--- src/include/i2cbt_pkg.sv ---
// Constants, types and timing functions of the two-wire bit timing generator
// What this block does
// - All timing except the fixed STOP setup and the input filter delay derives from selected decimal divider
// - Select code maps to tabulated divider value
// - Codes 0x01 and 0x24 give the same divider and output rate
// - Master clock low and high each half divider
// - START hold is divider/16 halved below limit
// - Repeated START setup is divider plus START hold
// - STOP setup at least four clocks high
// - Inputs qualified with 2*rate+1 cycle delay
// - Filter samples every rate memory clocks
// - Lines only pulled low or released
// - Counters count memory clock cycles only
// - Slave waits set cycles before stretching clock
package i2cbt_pkg;

    localparam int DSEL_W        = 6;
    localparam int CNT_W         = 17;
    localparam int SEL_HIGH_BIT  = 5;
    localparam int SEL_MID_BIT   = 1;
    localparam int SEL_EXP_LSB   = 2;
    localparam int STOP_SETUP_CYC = 4;
    localparam int HOLD_BASE_CYC = 8;
    localparam int HOLD_UNIT_CYC = 16;
    localparam int SHOLD_LIM_LO  = 16;
    localparam int SHOLD_LIM_HI  = 9;
    localparam int BASE_LO       = 32;
    localparam int BASE_HI       = 16;

    typedef enum logic [2:0]
    {
        ST_IDLE  = 3'b000,
        ST_SHOLD = 3'b001,
        ST_LOW   = 3'b010,
        ST_HIGH  = 3'b011,
        ST_OWN   = 3'b100
    } i2cbt_state_type;

    // Start from idle gives START; start while owning gives repeated START
    typedef enum logic [1:0]
    {
        OP_START = 2'b00,
        OP_BIT   = 2'b01,
        OP_STOP  = 2'b10
    } i2cbt_op_type;

    typedef struct packed
    {
        logic scl;
        logic sda;
    } i2cbt_line_type;

    // code to tabulated divider
    // Codes 0x22 and 0x1f break the multiplier pattern of their neighbours
    function automatic logic [CNT_W-1:0] div_value(input logic [DSEL_W-1:0] sel);
        logic [CNT_W-1:0] m;
        logic [CNT_W-1:0] base;
        m = '0;
        base = '0;
        if (sel[SEL_HIGH_BIT])
        begin
            case (sel[1:0])
                2'h0:    m = CNT_W'(10);
                2'h1:    m = CNT_W'(12);
                2'h2:    m = (sel[4:2] == 3'h0) ? CNT_W'(14) : CNT_W'(15);
                default: m = CNT_W'(16);
            endcase
            base = CNT_W'(BASE_HI);
        end
        else
        begin
            case (sel[1:0])
                2'h0:    m = CNT_W'(9);
                2'h1:    m = CNT_W'(10);
                2'h2:    m = CNT_W'(12);
                default: m = (sel[4:2] == 3'h7) ? CNT_W'(15) : CNT_W'(14);
            endcase
            base = CNT_W'(BASE_LO);
        end
        return CNT_W'((m * base) << sel[4:2]);
    endfunction : div_value

    // Master hold and slave wait share one form, with differing factor maps
    function automatic logic [CNT_W-1:0] hold_cycles(input logic [DSEL_W-1:0] sel,
                                                     input logic slave);
        int f;
        f = 0;
        case ({sel[SEL_HIGH_BIT], sel[SEL_MID_BIT]})
            2'b10:   f = 1;
            2'b11:   f = slave ? 5 : 2;
            2'b00:   f = slave ? 2 : 3;
            default: f = slave ? 3 : 4;
        endcase
        return CNT_W'(HOLD_BASE_CYC + ((HOLD_UNIT_CYC << sel[4:2]) * f));
    endfunction : hold_cycles

    function automatic logic [CNT_W-1:0] shold_cycles(input logic [DSEL_W-1:0] sel,
                                                      input logic [CNT_W-1:0] div);
        logic [CNT_W-1:0] v;
        logic [CNT_W-1:0] lim;
        v = div >> 4;
        lim = sel[SEL_HIGH_BIT] ? CNT_W'(SHOLD_LIM_HI) : CNT_W'(SHOLD_LIM_LO);
        for (int i = 0; i < 16; i++)
        begin
            if (v >= lim)
                v = v >> 1;
        end
        return v;
    endfunction : shold_cycles

endpackage : i2cbt_pkg

--- src/i2cbt_gen.sv ---
// Two-wire bit timing generator: input filter, master bit engine, slave stretch
`timescale 1ns/100ps
`default_nettype none
module i2cbt_gen #(
    parameter int FSR_W = 6
) (
    input  wire logic                            clk,
    input  wire logic                            sys_rst,
    input  wire logic [i2cbt_pkg::DSEL_W-1:0]    divider_select_field,
    input  wire logic [FSR_W-1:0]                filter_sample_rate,
    input  wire logic                            cmd_valid,
    input  wire i2cbt_pkg::i2cbt_op_type         cmd_op,
    input  wire logic                            cmd_bit,
    output logic                                 cmd_ready,
    output logic                                 done,
    output logic                                 rx_bit,
    output logic                                 bus_owned,
    input  wire logic                            slave_tx_stretch,
    input  wire i2cbt_pkg::i2cbt_line_type       line_in,
    output i2cbt_pkg::i2cbt_line_type            line_out,
    output i2cbt_pkg::i2cbt_line_type            line_oe
);

    if (FSR_W < 1 || FSR_W > 16)
    begin : g_chk
        $error("filter_sample_rate width out of range");
    end

    localparam int CW = i2cbt_pkg::CNT_W;

    logic [FSR_W-1:0]          fcnt_q;
    logic [FSR_W-1:0]          fcnt_d;
    wire  [FSR_W-1:0]          fper = (filter_sample_rate == '0) ? FSR_W'(1) : filter_sample_rate;
    wire                       tick = (fcnt_q == '0);
    assign fcnt_d = tick ? FSR_W'(fper - FSR_W'(1)) : FSR_W'(fcnt_q - FSR_W'(1));

    // one register plus two samples give 2*rate+1
    i2cbt_pkg::i2cbt_line_type in_q;
    i2cbt_pkg::i2cbt_line_type s0_q;
    i2cbt_pkg::i2cbt_line_type s1_q;
    wire  qscl = s1_q.scl;
    wire  qsda = s1_q.sda;

    always_ff @(posedge clk)
    begin
        if (sys_rst)
        begin
            fcnt_q <= '0;
            in_q   <= '1;
            s0_q   <= '1;
            s1_q   <= '1;
        end
        else
        begin
            fcnt_q <= fcnt_d;
            in_q   <= line_in;
            if (tick)
            begin
                s0_q <= in_q;
                s1_q <= s0_q;
            end
        end
    end

    wire [CW-1:0] div_c   = i2cbt_pkg::div_value(divider_select_field);
    wire [CW-1:0] half_c  = div_c >> 1;
    wire [CW-1:0] hold_c  = i2cbt_pkg::hold_cycles(divider_select_field, 1'b0);
    wire [CW-1:0] sh_c    = i2cbt_pkg::shold_cycles(divider_select_field, div_c);
    wire [CW-1:0] rs_c    = CW'(div_c + sh_c);
    wire [CW-1:0] slow_c  = i2cbt_pkg::hold_cycles(divider_select_field, 1'b1);

    i2cbt_pkg::i2cbt_state_type st_q;
    i2cbt_pkg::i2cbt_state_type st_d;
    i2cbt_pkg::i2cbt_op_type    op_q;
    logic [CW-1:0]              cnt_q;
    logic                       bit_q;
    logic                       mscl_q;
    logic                       msda_q;
    logic                       done_q;
    logic                       rx_q;

    // stop setup comes from the filtered high time
    wire [CW-1:0] high_lim = (op_q == i2cbt_pkg::OP_BIT)   ? half_c :
                             (op_q == i2cbt_pkg::OP_START) ? rs_c :
                             CW'(i2cbt_pkg::STOP_SETUP_CYC);
    wire low_end   = (st_q == i2cbt_pkg::ST_LOW) && (cnt_q == CW'(half_c - CW'(1)));
    wire hold_hit  = (st_q == i2cbt_pkg::ST_LOW) && (cnt_q == hold_c);
    wire high_end  = (st_q == i2cbt_pkg::ST_HIGH) && qscl && (cnt_q == CW'(high_lim - CW'(1)));
    wire shold_end = (st_q == i2cbt_pkg::ST_SHOLD) && (cnt_q == CW'(sh_c - CW'(1)));
    wire accept    = cmd_valid && cmd_ready;
    wire sda_tgt   = (op_q == i2cbt_pkg::OP_BIT) ? ~bit_q : (op_q == i2cbt_pkg::OP_STOP);

    assign cmd_ready = (st_q == i2cbt_pkg::ST_IDLE) || (st_q == i2cbt_pkg::ST_OWN);

    always_comb
    begin
        st_d = st_q;
        case (st_q)
            i2cbt_pkg::ST_IDLE:
                if (accept && cmd_op == i2cbt_pkg::OP_START)
                    st_d = i2cbt_pkg::ST_SHOLD;
            i2cbt_pkg::ST_OWN:
                if (accept)
                    st_d = i2cbt_pkg::ST_LOW;
            i2cbt_pkg::ST_SHOLD:
                if (shold_end)
                    st_d = i2cbt_pkg::ST_OWN;
            i2cbt_pkg::ST_LOW:
                if (low_end)
                    st_d = i2cbt_pkg::ST_HIGH;
            i2cbt_pkg::ST_HIGH:
                if (high_end)
                    st_d = (op_q == i2cbt_pkg::OP_BIT)   ? i2cbt_pkg::ST_OWN :
                           (op_q == i2cbt_pkg::OP_START) ? i2cbt_pkg::ST_SHOLD :
                           i2cbt_pkg::ST_IDLE;
            default:
                st_d = i2cbt_pkg::ST_IDLE;
        endcase
    end

    always_ff @(posedge clk)
    begin
        if (sys_rst)
        begin
            st_q   <= i2cbt_pkg::ST_IDLE;
            op_q   <= i2cbt_pkg::OP_BIT;
            cnt_q  <= '0;
            bit_q  <= 1'b1;
            mscl_q <= 1'b0;
            msda_q <= 1'b0;
            done_q <= 1'b0;
            rx_q   <= 1'b1;
        end
        else
        begin
            st_q   <= st_d;
            done_q <= 1'b0;
            // count memory clocks; high phase waits for the line itself
            if (st_d != st_q || (st_q == i2cbt_pkg::ST_HIGH && !qscl))
                cnt_q <= '0;
            else
                cnt_q <= CW'(cnt_q + CW'(1));
            if (accept)
            begin
                op_q  <= cmd_op;
                bit_q <= cmd_bit;
            end
            if (accept && st_q == i2cbt_pkg::ST_IDLE && cmd_op == i2cbt_pkg::OP_START)
                msda_q <= 1'b1;
            // data changes only after the hold
            if (hold_hit)
                msda_q <= sda_tgt;
            if (low_end)
                mscl_q <= 1'b0;
            if (shold_end)
            begin
                mscl_q <= 1'b1;
                done_q <= 1'b1;
            end
            if (high_end)
            begin
                case (op_q)
                    i2cbt_pkg::OP_BIT:
                    begin
                        rx_q   <= qsda;
                        mscl_q <= 1'b1;
                        done_q <= 1'b1;
                    end
                    i2cbt_pkg::OP_START:
                        msda_q <= 1'b1;
                    default:
                    begin
                        msda_q <= 1'b0;
                        done_q <= 1'b1;
                    end
                endcase
            end
        end
    end

    // slave stretch a set wait after the external clock fall
    logic          sdrv_q;
    logic          pscl_q;
    logic          swait_q;
    logic [CW-1:0] scnt_q;
    wire scl_fall = pscl_q && !qscl;
    wire sl_armed = slave_tx_stretch && (st_q == i2cbt_pkg::ST_IDLE);

    always_ff @(posedge clk)
    begin
        if (sys_rst)
        begin
            sdrv_q  <= 1'b0;
            pscl_q  <= 1'b1;
            swait_q <= 1'b0;
            scnt_q  <= '0;
        end
        else
        begin
            pscl_q <= qscl;
            if (!sl_armed)
            begin
                sdrv_q  <= 1'b0;
                swait_q <= 1'b0;
            end
            else if (scl_fall && !sdrv_q)
            begin
                swait_q <= 1'b1;
                scnt_q  <= '0;
            end
            else if (swait_q)
            begin
                scnt_q <= CW'(scnt_q + CW'(1));
                if (scnt_q == CW'(slow_c - CW'(1)))
                begin
                    swait_q <= 1'b0;
                    sdrv_q  <= 1'b1;
                end
            end
        end
    end

    // open drain: data always low, enables pull
    assign line_out   = '0;
    assign line_oe    = '{scl: mscl_q | sdrv_q, sda: msda_q};
    assign done       = done_q;
    assign rx_bit     = rx_q;
    assign bus_owned  = (st_q != i2cbt_pkg::ST_IDLE);
endmodule : i2cbt_gen
`default_nettype wire

--- config.mk ---
export PLATFORM = sky130hd
export DESIGN_NAME = i2cbt_gen
export DESIGN_NICKNAME = d
export VERILOG_FILES = /design/src/include/i2cbt_pkg.sv /design/src/i2cbt_gen.sv
export SDC_FILE = /design/constraint.sdc
export NUM_CORES = 1
export LEC_CHECK = 0
export ABC_AREA = 1
export BUFFER_PORTS_ARGS = -buffer_cell sky130_fd_sc_hd__buf_2
export CORE_MARGIN = 8
export CORE_UTILIZATION = 55
export DETAILED_ROUTE_END_ITERATION = 8
export GPL_TIMING_DRIVEN = 0
export PLACE_DENSITY = 0.69
export RECOVER_POWER = 100
export SKIP_CTS_REPAIR_TIMING = 1
export SYNTH_ARGS = -nofsm -noshare
export SYNTH_HDL_FRONTEND = slang
export SYNTH_SLANG_ARGS = --single-unit
export TNS_END_PERCENT = 20
--- constraint.sdc ---
create_clock -name clk -period 31.8 [get_ports clk]
set_clock_uncertainty 0.2 [all_clocks]
set_input_delay 4.77 -clock clk [delete_from_list [all_inputs] [get_ports clk]]
set_output_delay 4.77 -clock clk [all_outputs]
set_load 0.02 [all_outputs]
==> out/qor.txt, run 1 <==
status: completed
die width: 152.9 um
drt total wl: 24350 um
Critical Path AT: 29.28 ns
placed instance area: 10790 um^2
RSZ-0062 raised after global routing: no
CTS tree: built
worst stage delay on the critical path: 0.80 ns
post-synthesis adder-cell area fraction: 19.70%
hpwl dp: 20040 um
first-pass GRT wire length: 41860 um
worst hold margin: 0.2334 ns
post-synthesis mux area share: 0%
Worst Path Required: 31.81 ns
clock latency at the later pin of the worst-skew pair: 0.33 ns
crit path kind: in -> reg
most used cell, CP: nand2_1
Post-Synth Simple-Gate Area: 39.73%
Period Utilization, post-route: 92.07%
Initial Util: 55.64%
Port Buf Inserts: 25
Worst setup SP type: input port
Tmin final: 29.28 ns
top cell type's share of synthesized area: 16.40%
Fmax: 0.03416 GHz
worst-case clock buffer depth: 2
synth unique cells: 53
DRC viols: 0
GPL Wtd Cong: 0.9104
gr usage total: 20.61%
leading area contributor after synthesis: ha_1
Least-Margin Pin Slew: 0.8535 ns
CORE AREA: 18520 um^2
VDD IR-drop max: 126.5 uV
Max Cap Viol: 0
Post-Syn Instances: 1660
synthesized area per cell: 6.206 um^2
Nets: 1888
largest net degree at the start of global routing: 41
CP max FO: 40
Sink Count: 59
Area Growth Syn to Fin: 7.226%
top-level I/O count: 29
Tot Pwr: 1.228 mW
pwr dens: 111.1 nW/um^2
design area: 11050 um^2
xor and xnor area share after synthesis: 6.935%
Leak: 5.895 nW
post-route ant nets: 0
Root Driver: clkbuf_16
CTS H-Tree Depth: 3
slowest CP cell: a2111oi_1
via count: 10180
Hold Vio Cnt, Final: 0
largest cells by area after synthesis: ha_1 (16%), nand2_1 (12%), dfxtp_1 (11%), inv_1 (10%), nor2_1 (7.1%)
total negative slack: 0 ns
Routed wire per std cell: 12.47 um
Synth warnings: 0
sequential area share after synthesis: 11.46%
number of global-route vias before repair: 9548
CP endpoint kind: register
clock slew at reported path FFs: 0.05 ns
Hold Path Class: reg -> reg
initial antenna violation count: 0
Num CTS Buffers: 9
Remaining Overflow, GRT: 0
ant diodes: 0
DIE AREA: 23370 um^2
largest family of logic cells by synthesized area: simple AND/OR/NAND/NOR gates
DRT Pass-1 Iters: 5
Final setup viols: 0
Max-slew headroom: 42.96%
Via density: 5.211
Synth Area in Compound Gates: 10.01%
DIE HEIGHT: 152.9 um
Seq cells post-synth: 59
layout cells sized above 1: 10.41%
row cnt: 50
initial drt markers: 547
Slew Limit Fails: 0
mapped cell area: 10300 um^2
[flip-flops by register name, summed over array words and instances, names as in the netlist, 2 cells and up]
| signal | count |
|---|---|
| cnt_q | 17 |
| scnt_q | 17 |
| fcnt_q | 6 |
| st_q | 3 |
| in_q | 2 |
| op_q | 2 |
| s0_q | 2 |
[path summary, 6_finish.rpt]
check	depth (start not counted)	to	slack (ns)	from
max	137	cnt_q[15]$_SDFF_PP0_	2.52	divider_select_field[5]
min reg2reg	2	s0_q[0]$_SDFFE_PP1N_	0.23	in_q[0]$_SDFF_PP1_
min	2	s0_q[0]$_SDFFE_PP1N_	0.23	in_q[0]$_SDFF_PP1_
max reg2reg	22	cnt_q[15]$_SDFF_PP0_	27.73	op_q[0]$_SDFFE_PP1P_
[layout by cell type (no fill, tap or decap), drive strengths merged, types with 3 or more instances in the layout]
cell type / n
a2111oi: 3
a211oi: 5
a21o: 4
a21oi: 71
a31oi: 9
buf: 31
clkbuf: 31
clkinv: 7
conb: 21
dfxtp: 59
fa: 17
ha: 135
inv: 292
nand2: 404
nand3: 159
nand3b: 5
nand4: 26
nor2: 218
nor3: 25
nor4: 14
o211ai: 8
o21a: 3
o21ai: 62
o21bai: 3
o22ai: 3
o31ai: 3
or2: 11
xnor2: 17
xor2: 62
[kinds of logic after synthesis]
logic type                 after synthesis
AOI/OAI and AO/OA                      180
xor gates and xnor gates                80
adders and majority gates              152
buffers and inverters                  321
DFF                                     59
other                                    2
and+or+nand+nor                        866
[worst max-delay path: cells and delay by family]
kind	cells	cell delay, ns
AO/OA/AOI/OAI	24	7.43
buffers and inverters	17	2.31
AND/OR/NAND/NOR	75	9.30
adder cells (fa/ha/maj)	20	5.24
XOR/XNOR	1	0.15
[metal layers]
metal	vias to the layer above	GRT usage (%)	part of all wire, %
li1	5409	-	-
met1	4530	25.42	46
met2	198	37.31	48
met3	40	1.945	3.6
met4	0	6.032	2.4
met5	-	0	0
[cells in the mapped netlist (all sizes together)]
cell / n
nand3b: 5
a221oi: 1
nand2: 404
o31ai: 3
o211ai: 8
o21ai: 62
a31o: 1
xor2: 62
o21bai: 3
nand4: 26
and3: 1
a211oi: 5
a21oi: 71
clkbuf: 12
a31oi: 9
ha: 135
o22ai: 3
o2111ai: 2
nor3b: 1
clkinv: 4
inv: 292
xnor2: 17
or2: 11
a21o: 4
a22oi: 2
nand3: 159
and2: 2
xnor3: 1
fa: 17
o21a: 3
nor2: 218
nor4: 14
buf: 13
a2111oi: 3
conb: 2
nor3: 25
dfxtp: 59
[where the power goes]
group	switching, mW	leakage, nW	internal [mW]
combinational	0.695	5.28	0.363
sequential	0.00409	0.480	0.0809
clock	0.0310	0.132	0.0538
[layout make-up]
type	count	area (um^2)
flip-flops and latches	59	1181
multi-input cells	1299	7945
fillers	1881	7471
inverters	296	1114
clock buffers	12	246.5
repair buffers	25	120.1
well taps	234	292.8
plain buffers	25	132.6
clock inverters	3	15.01
[through the flow]
step / worst slack [ns] / cells / utilization [%]
after floorplan: 6.311 / 1679 / -
after global placement: 1.956 / 1938 / 58.28
after detailed placement: 1.585 / 1938 / 58.28
after CTS: 1.822 / 1953 / 59.69
after global routing: 0.1188 / 1953 / 59.66
final: 2.522 / 1953 / 59.66
Power figures use the tool's default switching activity.
==> run 2, diff against run 1 <==
--- a/config.mk
+++ b/config.mk
@@ -8,10 +8,10 @@
 export ABC_AREA = 1
 export BUFFER_PORTS_ARGS = -buffer_cell sky130_fd_sc_hd__buf_2
 export CORE_MARGIN = 8
-export CORE_UTILIZATION = 55
+export CORE_UTILIZATION = 44
 export DETAILED_ROUTE_END_ITERATION = 8
 export GPL_TIMING_DRIVEN = 0
-export PLACE_DENSITY = 0.69
+export PLACE_DENSITY = 0.57
 export RECOVER_POWER = 100
 export SKIP_CTS_REPAIR_TIMING = 1
 export SYNTH_ARGS = -nofsm -noshare
==> run 2 against run 1 <==
Effect of this change:
- clock-buffer cell count increased by 1
- routed wire length up 4.0%
- first-iteration DRC count shrank 9.9%
- combinational power barely moved
- critical path depth grew 4
- power grew 0.14%
- clock power is 3.7% lower
- critical path type unchanged
- via count down 0.58%
- setup slack better by 0.20 ns
- cell count up 4.2%
- worst hold slack worse by 0.0065 ns
- die area grew 22%
==> out/qor.txt, run 2 (synthesis results as in run 1) <==
status: completed
initial antenna violation count: 0 (unchanged)
number of cells after detailed placement: 2023 (+4.4%)
Logic pwr share: 86.4% (+0.2 points)
DRC viols: 0 (unchanged)
clock slew at reported path FFs: 0.04 ns (about the same)
Final setup viols: 0 (unchanged)
DIE AREA: 28570 um^2 (+22%)
initial drt markers: 493 (-9.9%)
drt total wl: 25330 um (+4.0%)
Port Buf Inserts: 25 (unchanged)
number of global-route vias before repair: 9594 (+0.48%)
row cnt: 56 (+12%)
Hold Vio Cnt, Final: 0 (unchanged)
CP endpoint kind: register
DIE HEIGHT: 169.0 um (+11%)
Remaining Overflow, GRT: 0 (unchanged)
crit path buf inv count: 18 (+1)
CTS tree: built
die width: 169.0 um (+11%)
switch share: 59.60% (+0.12 points)
ant diodes: 0 (unchanged)
worst hold margin: 0.2268 ns (-0.006536 ns)
post-route ant nets: 0 (unchanged)
CP top delay family: simple AND/OR/NAND/NOR gates
Root Driver: clkbuf_16
CORE AREA: 23260 um^2 (+26%)
Fmax: 0.03439 GHz (+0.68%)
GPL Wtd Cong: 0.8775 (-3.6%)
top-level I/O count: 29 (unchanged)
Critical Path AT: 29.09 ns (-0.19 ns)
gr usage total: 17.99% (-2.6 points)
CP max FO: 40 (unchanged)
Tmin final: 29.08 ns (-0.1971 ns)
Switch Pwr: 0.7327 mW (+0.34%)
Nets: 1888 (unchanged)
Worst setup SP type: input port
hpwl dp: 21030 um (+4.9%)
Sink Count: 59 (unchanged)
Worst Path Required: 31.81 ns (about the same)
Max-slew headroom: 44.83% (+1.9 points)
clock latency at the later pin of the worst-skew pair: 0.32 ns (about the same)
worst stage delay on the critical path: 0.78 ns (-0.02 ns)
Largest regs: cnt_q (17), scnt_q (17), fcnt_q (6)
total negative slack: 0 ns (unchanged)
RSZ-0062 raised after global routing: no
first-pass GRT wire length: 43640 um (+4.2%)
crit path kind: in -> reg
commonest non-fill, non-tap cell in the layout: nand2_1
Num CTS Buffers: 9 (unchanged)
via count: 10120 (-0.58%)
Leak: 5.882 nW (-0.21%)
largest net degree at the start of global routing: 41 (unchanged)
worst-case clock buffer depth: 2 (unchanged)
Finished Layout Cells: 2036 (+4.2%)
Initial Util: 44.29% (-11 points)
internal power: 0.4966 mW (-0.15%)
Area Growth Syn to Fin: 8.161%
Slew Limit Fails: 0 (unchanged)
most used cell, CP: nand2_1
Hold Path Class: reg -> reg
Via density: 4.970 (-4.6%)
Max Cap Viol: 0 (unchanged)
Tot Pwr: 1.229 mW (+0.14%)
clock power share: 6.6% (-0.3 points)
layout cells sized above 1: 10.19% (-0.22 points)
DRT Pass-1 Iters: 5 (unchanged)
Period Utilization, post-route: 91.45% (-0.62 points)
Flop pwr share: 6.9% (about the same)
most frequent cells in the layout: nand2_1 (344), inv_1 (275), nor2_1 (195)
VDD IR-drop max: 102.4 uV (-19%)
slowest CP cell: a2111oi_1
pwr dens: 110.3 nW/um^2 (-0.73%)
Least-Margin Pin Slew: 0.8255 ns (-0.02792 ns)
CTS H-Tree Depth: 3 (unchanged)
Routed wire per std cell: 12.44 um (-0.20%)
-- run 2: changes by cell type in the layout (fill, tap and decap cells not counted), sizes merged --
| cell | before | now |
|---|---|---|
| clkinv | 7 | 4 |
| clkbuf | 31 | 33 |
| buf | 31 | 30 |
-- run 2: layer usage --
metal | track usage (%) | vias up | share of wire, %
li1 | - | 5423 | -
met2 | 32.38 | 149 | 48
met3 | 1.374 | 22 | 2.6
met4 | 3.578 | 0 | 1.3
met5 | 0 | - | 0
met1 | 23.16 | 4524 | 48
-- run 2: power groups by stage --
stage / Combinational [mW] / Sequential [mW] / Clock [mW]
6_report: 1.06 / 0.0849 / 0.0817
5_1_grt: 1.22 / 0.0858 / 0.0882
4_1_cts: 1.06 / 0.0849 / 0.0846
3_5_place_dp: 1.06 / 0.0862 / 0
3_3_place_gp: 1.05 / 0.0861 / 0
2_1_floorplan: 0.872 / 0.0853 / 0
-- run 2: final cells by class --
| cell class | count | area, um^2 |
|---|---|---|
| Timing Repair Buffer | 25 | 118.9 |
| Tap cell | 319 | 399.1 |
| Inverter | 296 | 1114 |
| Fill cell | 2540 | 12120 |
| Clock buffer | 13 | 250.2 |
| Buffer | 25 | 132.6 |
| Sequential cell | 59 | 1181 |
| Multi-Input combinational cell | 1299 | 7948 |
-- run 2: final timing paths --
path / slack, ns / depth (start not counted) / to / start
worst min register to register: 0.23 / 2 / s0_q[1]$_SDFFE_PP1N_ / in_q[1]$_SDFF_PP1_
worst max register to register: 27.71 / 19 / cnt_q[8]$_SDFF_PP0_ / op_q[0]$_SDFFE_PP1P_
worst max-delay path: 2.72 / 141 / cnt_q[8]$_SDFF_PP0_ / divider_select_field[5]
worst min-delay path: 0.23 / 2 / s0_q[1]$_SDFFE_PP1N_ / in_q[1]$_SDFF_PP1_
-- run 2: stage by stage --
step,utilization [%],area [um^2],setup WS (ns)
2_1_floorplan,-,10370,6.311
6_report,47.90,11140,2.719
5_1_grt,47.90,11140,0.1345
3_3_place_gp,46.85,10900,1.652
4_1_cts,47.92,11150,1.604
3_5_place_dp,46.85,10900,1.374
-- run 2: worst reg2reg max path, stage by stage (launching register included) --
cell	delay [ns]
dfxtp_1	0.34
inv_1	0.09
nor2_1	0.59
inv_1	0.15
clkbuf_1	0.27
o21ai_0	0.49
nor2_1	0.10
nand2_1	0.11
nor4_1	0.08
nand4_1	0.14
xnor3_1	0.23
nor2_1	0.32
nand3_1	0.16
nand2_1	0.11
nand3_1	0.07
nand2_1	0.08
nor2_2	0.05
nand2_4	0.13
buf_8	0.22
nor2_4	0.04
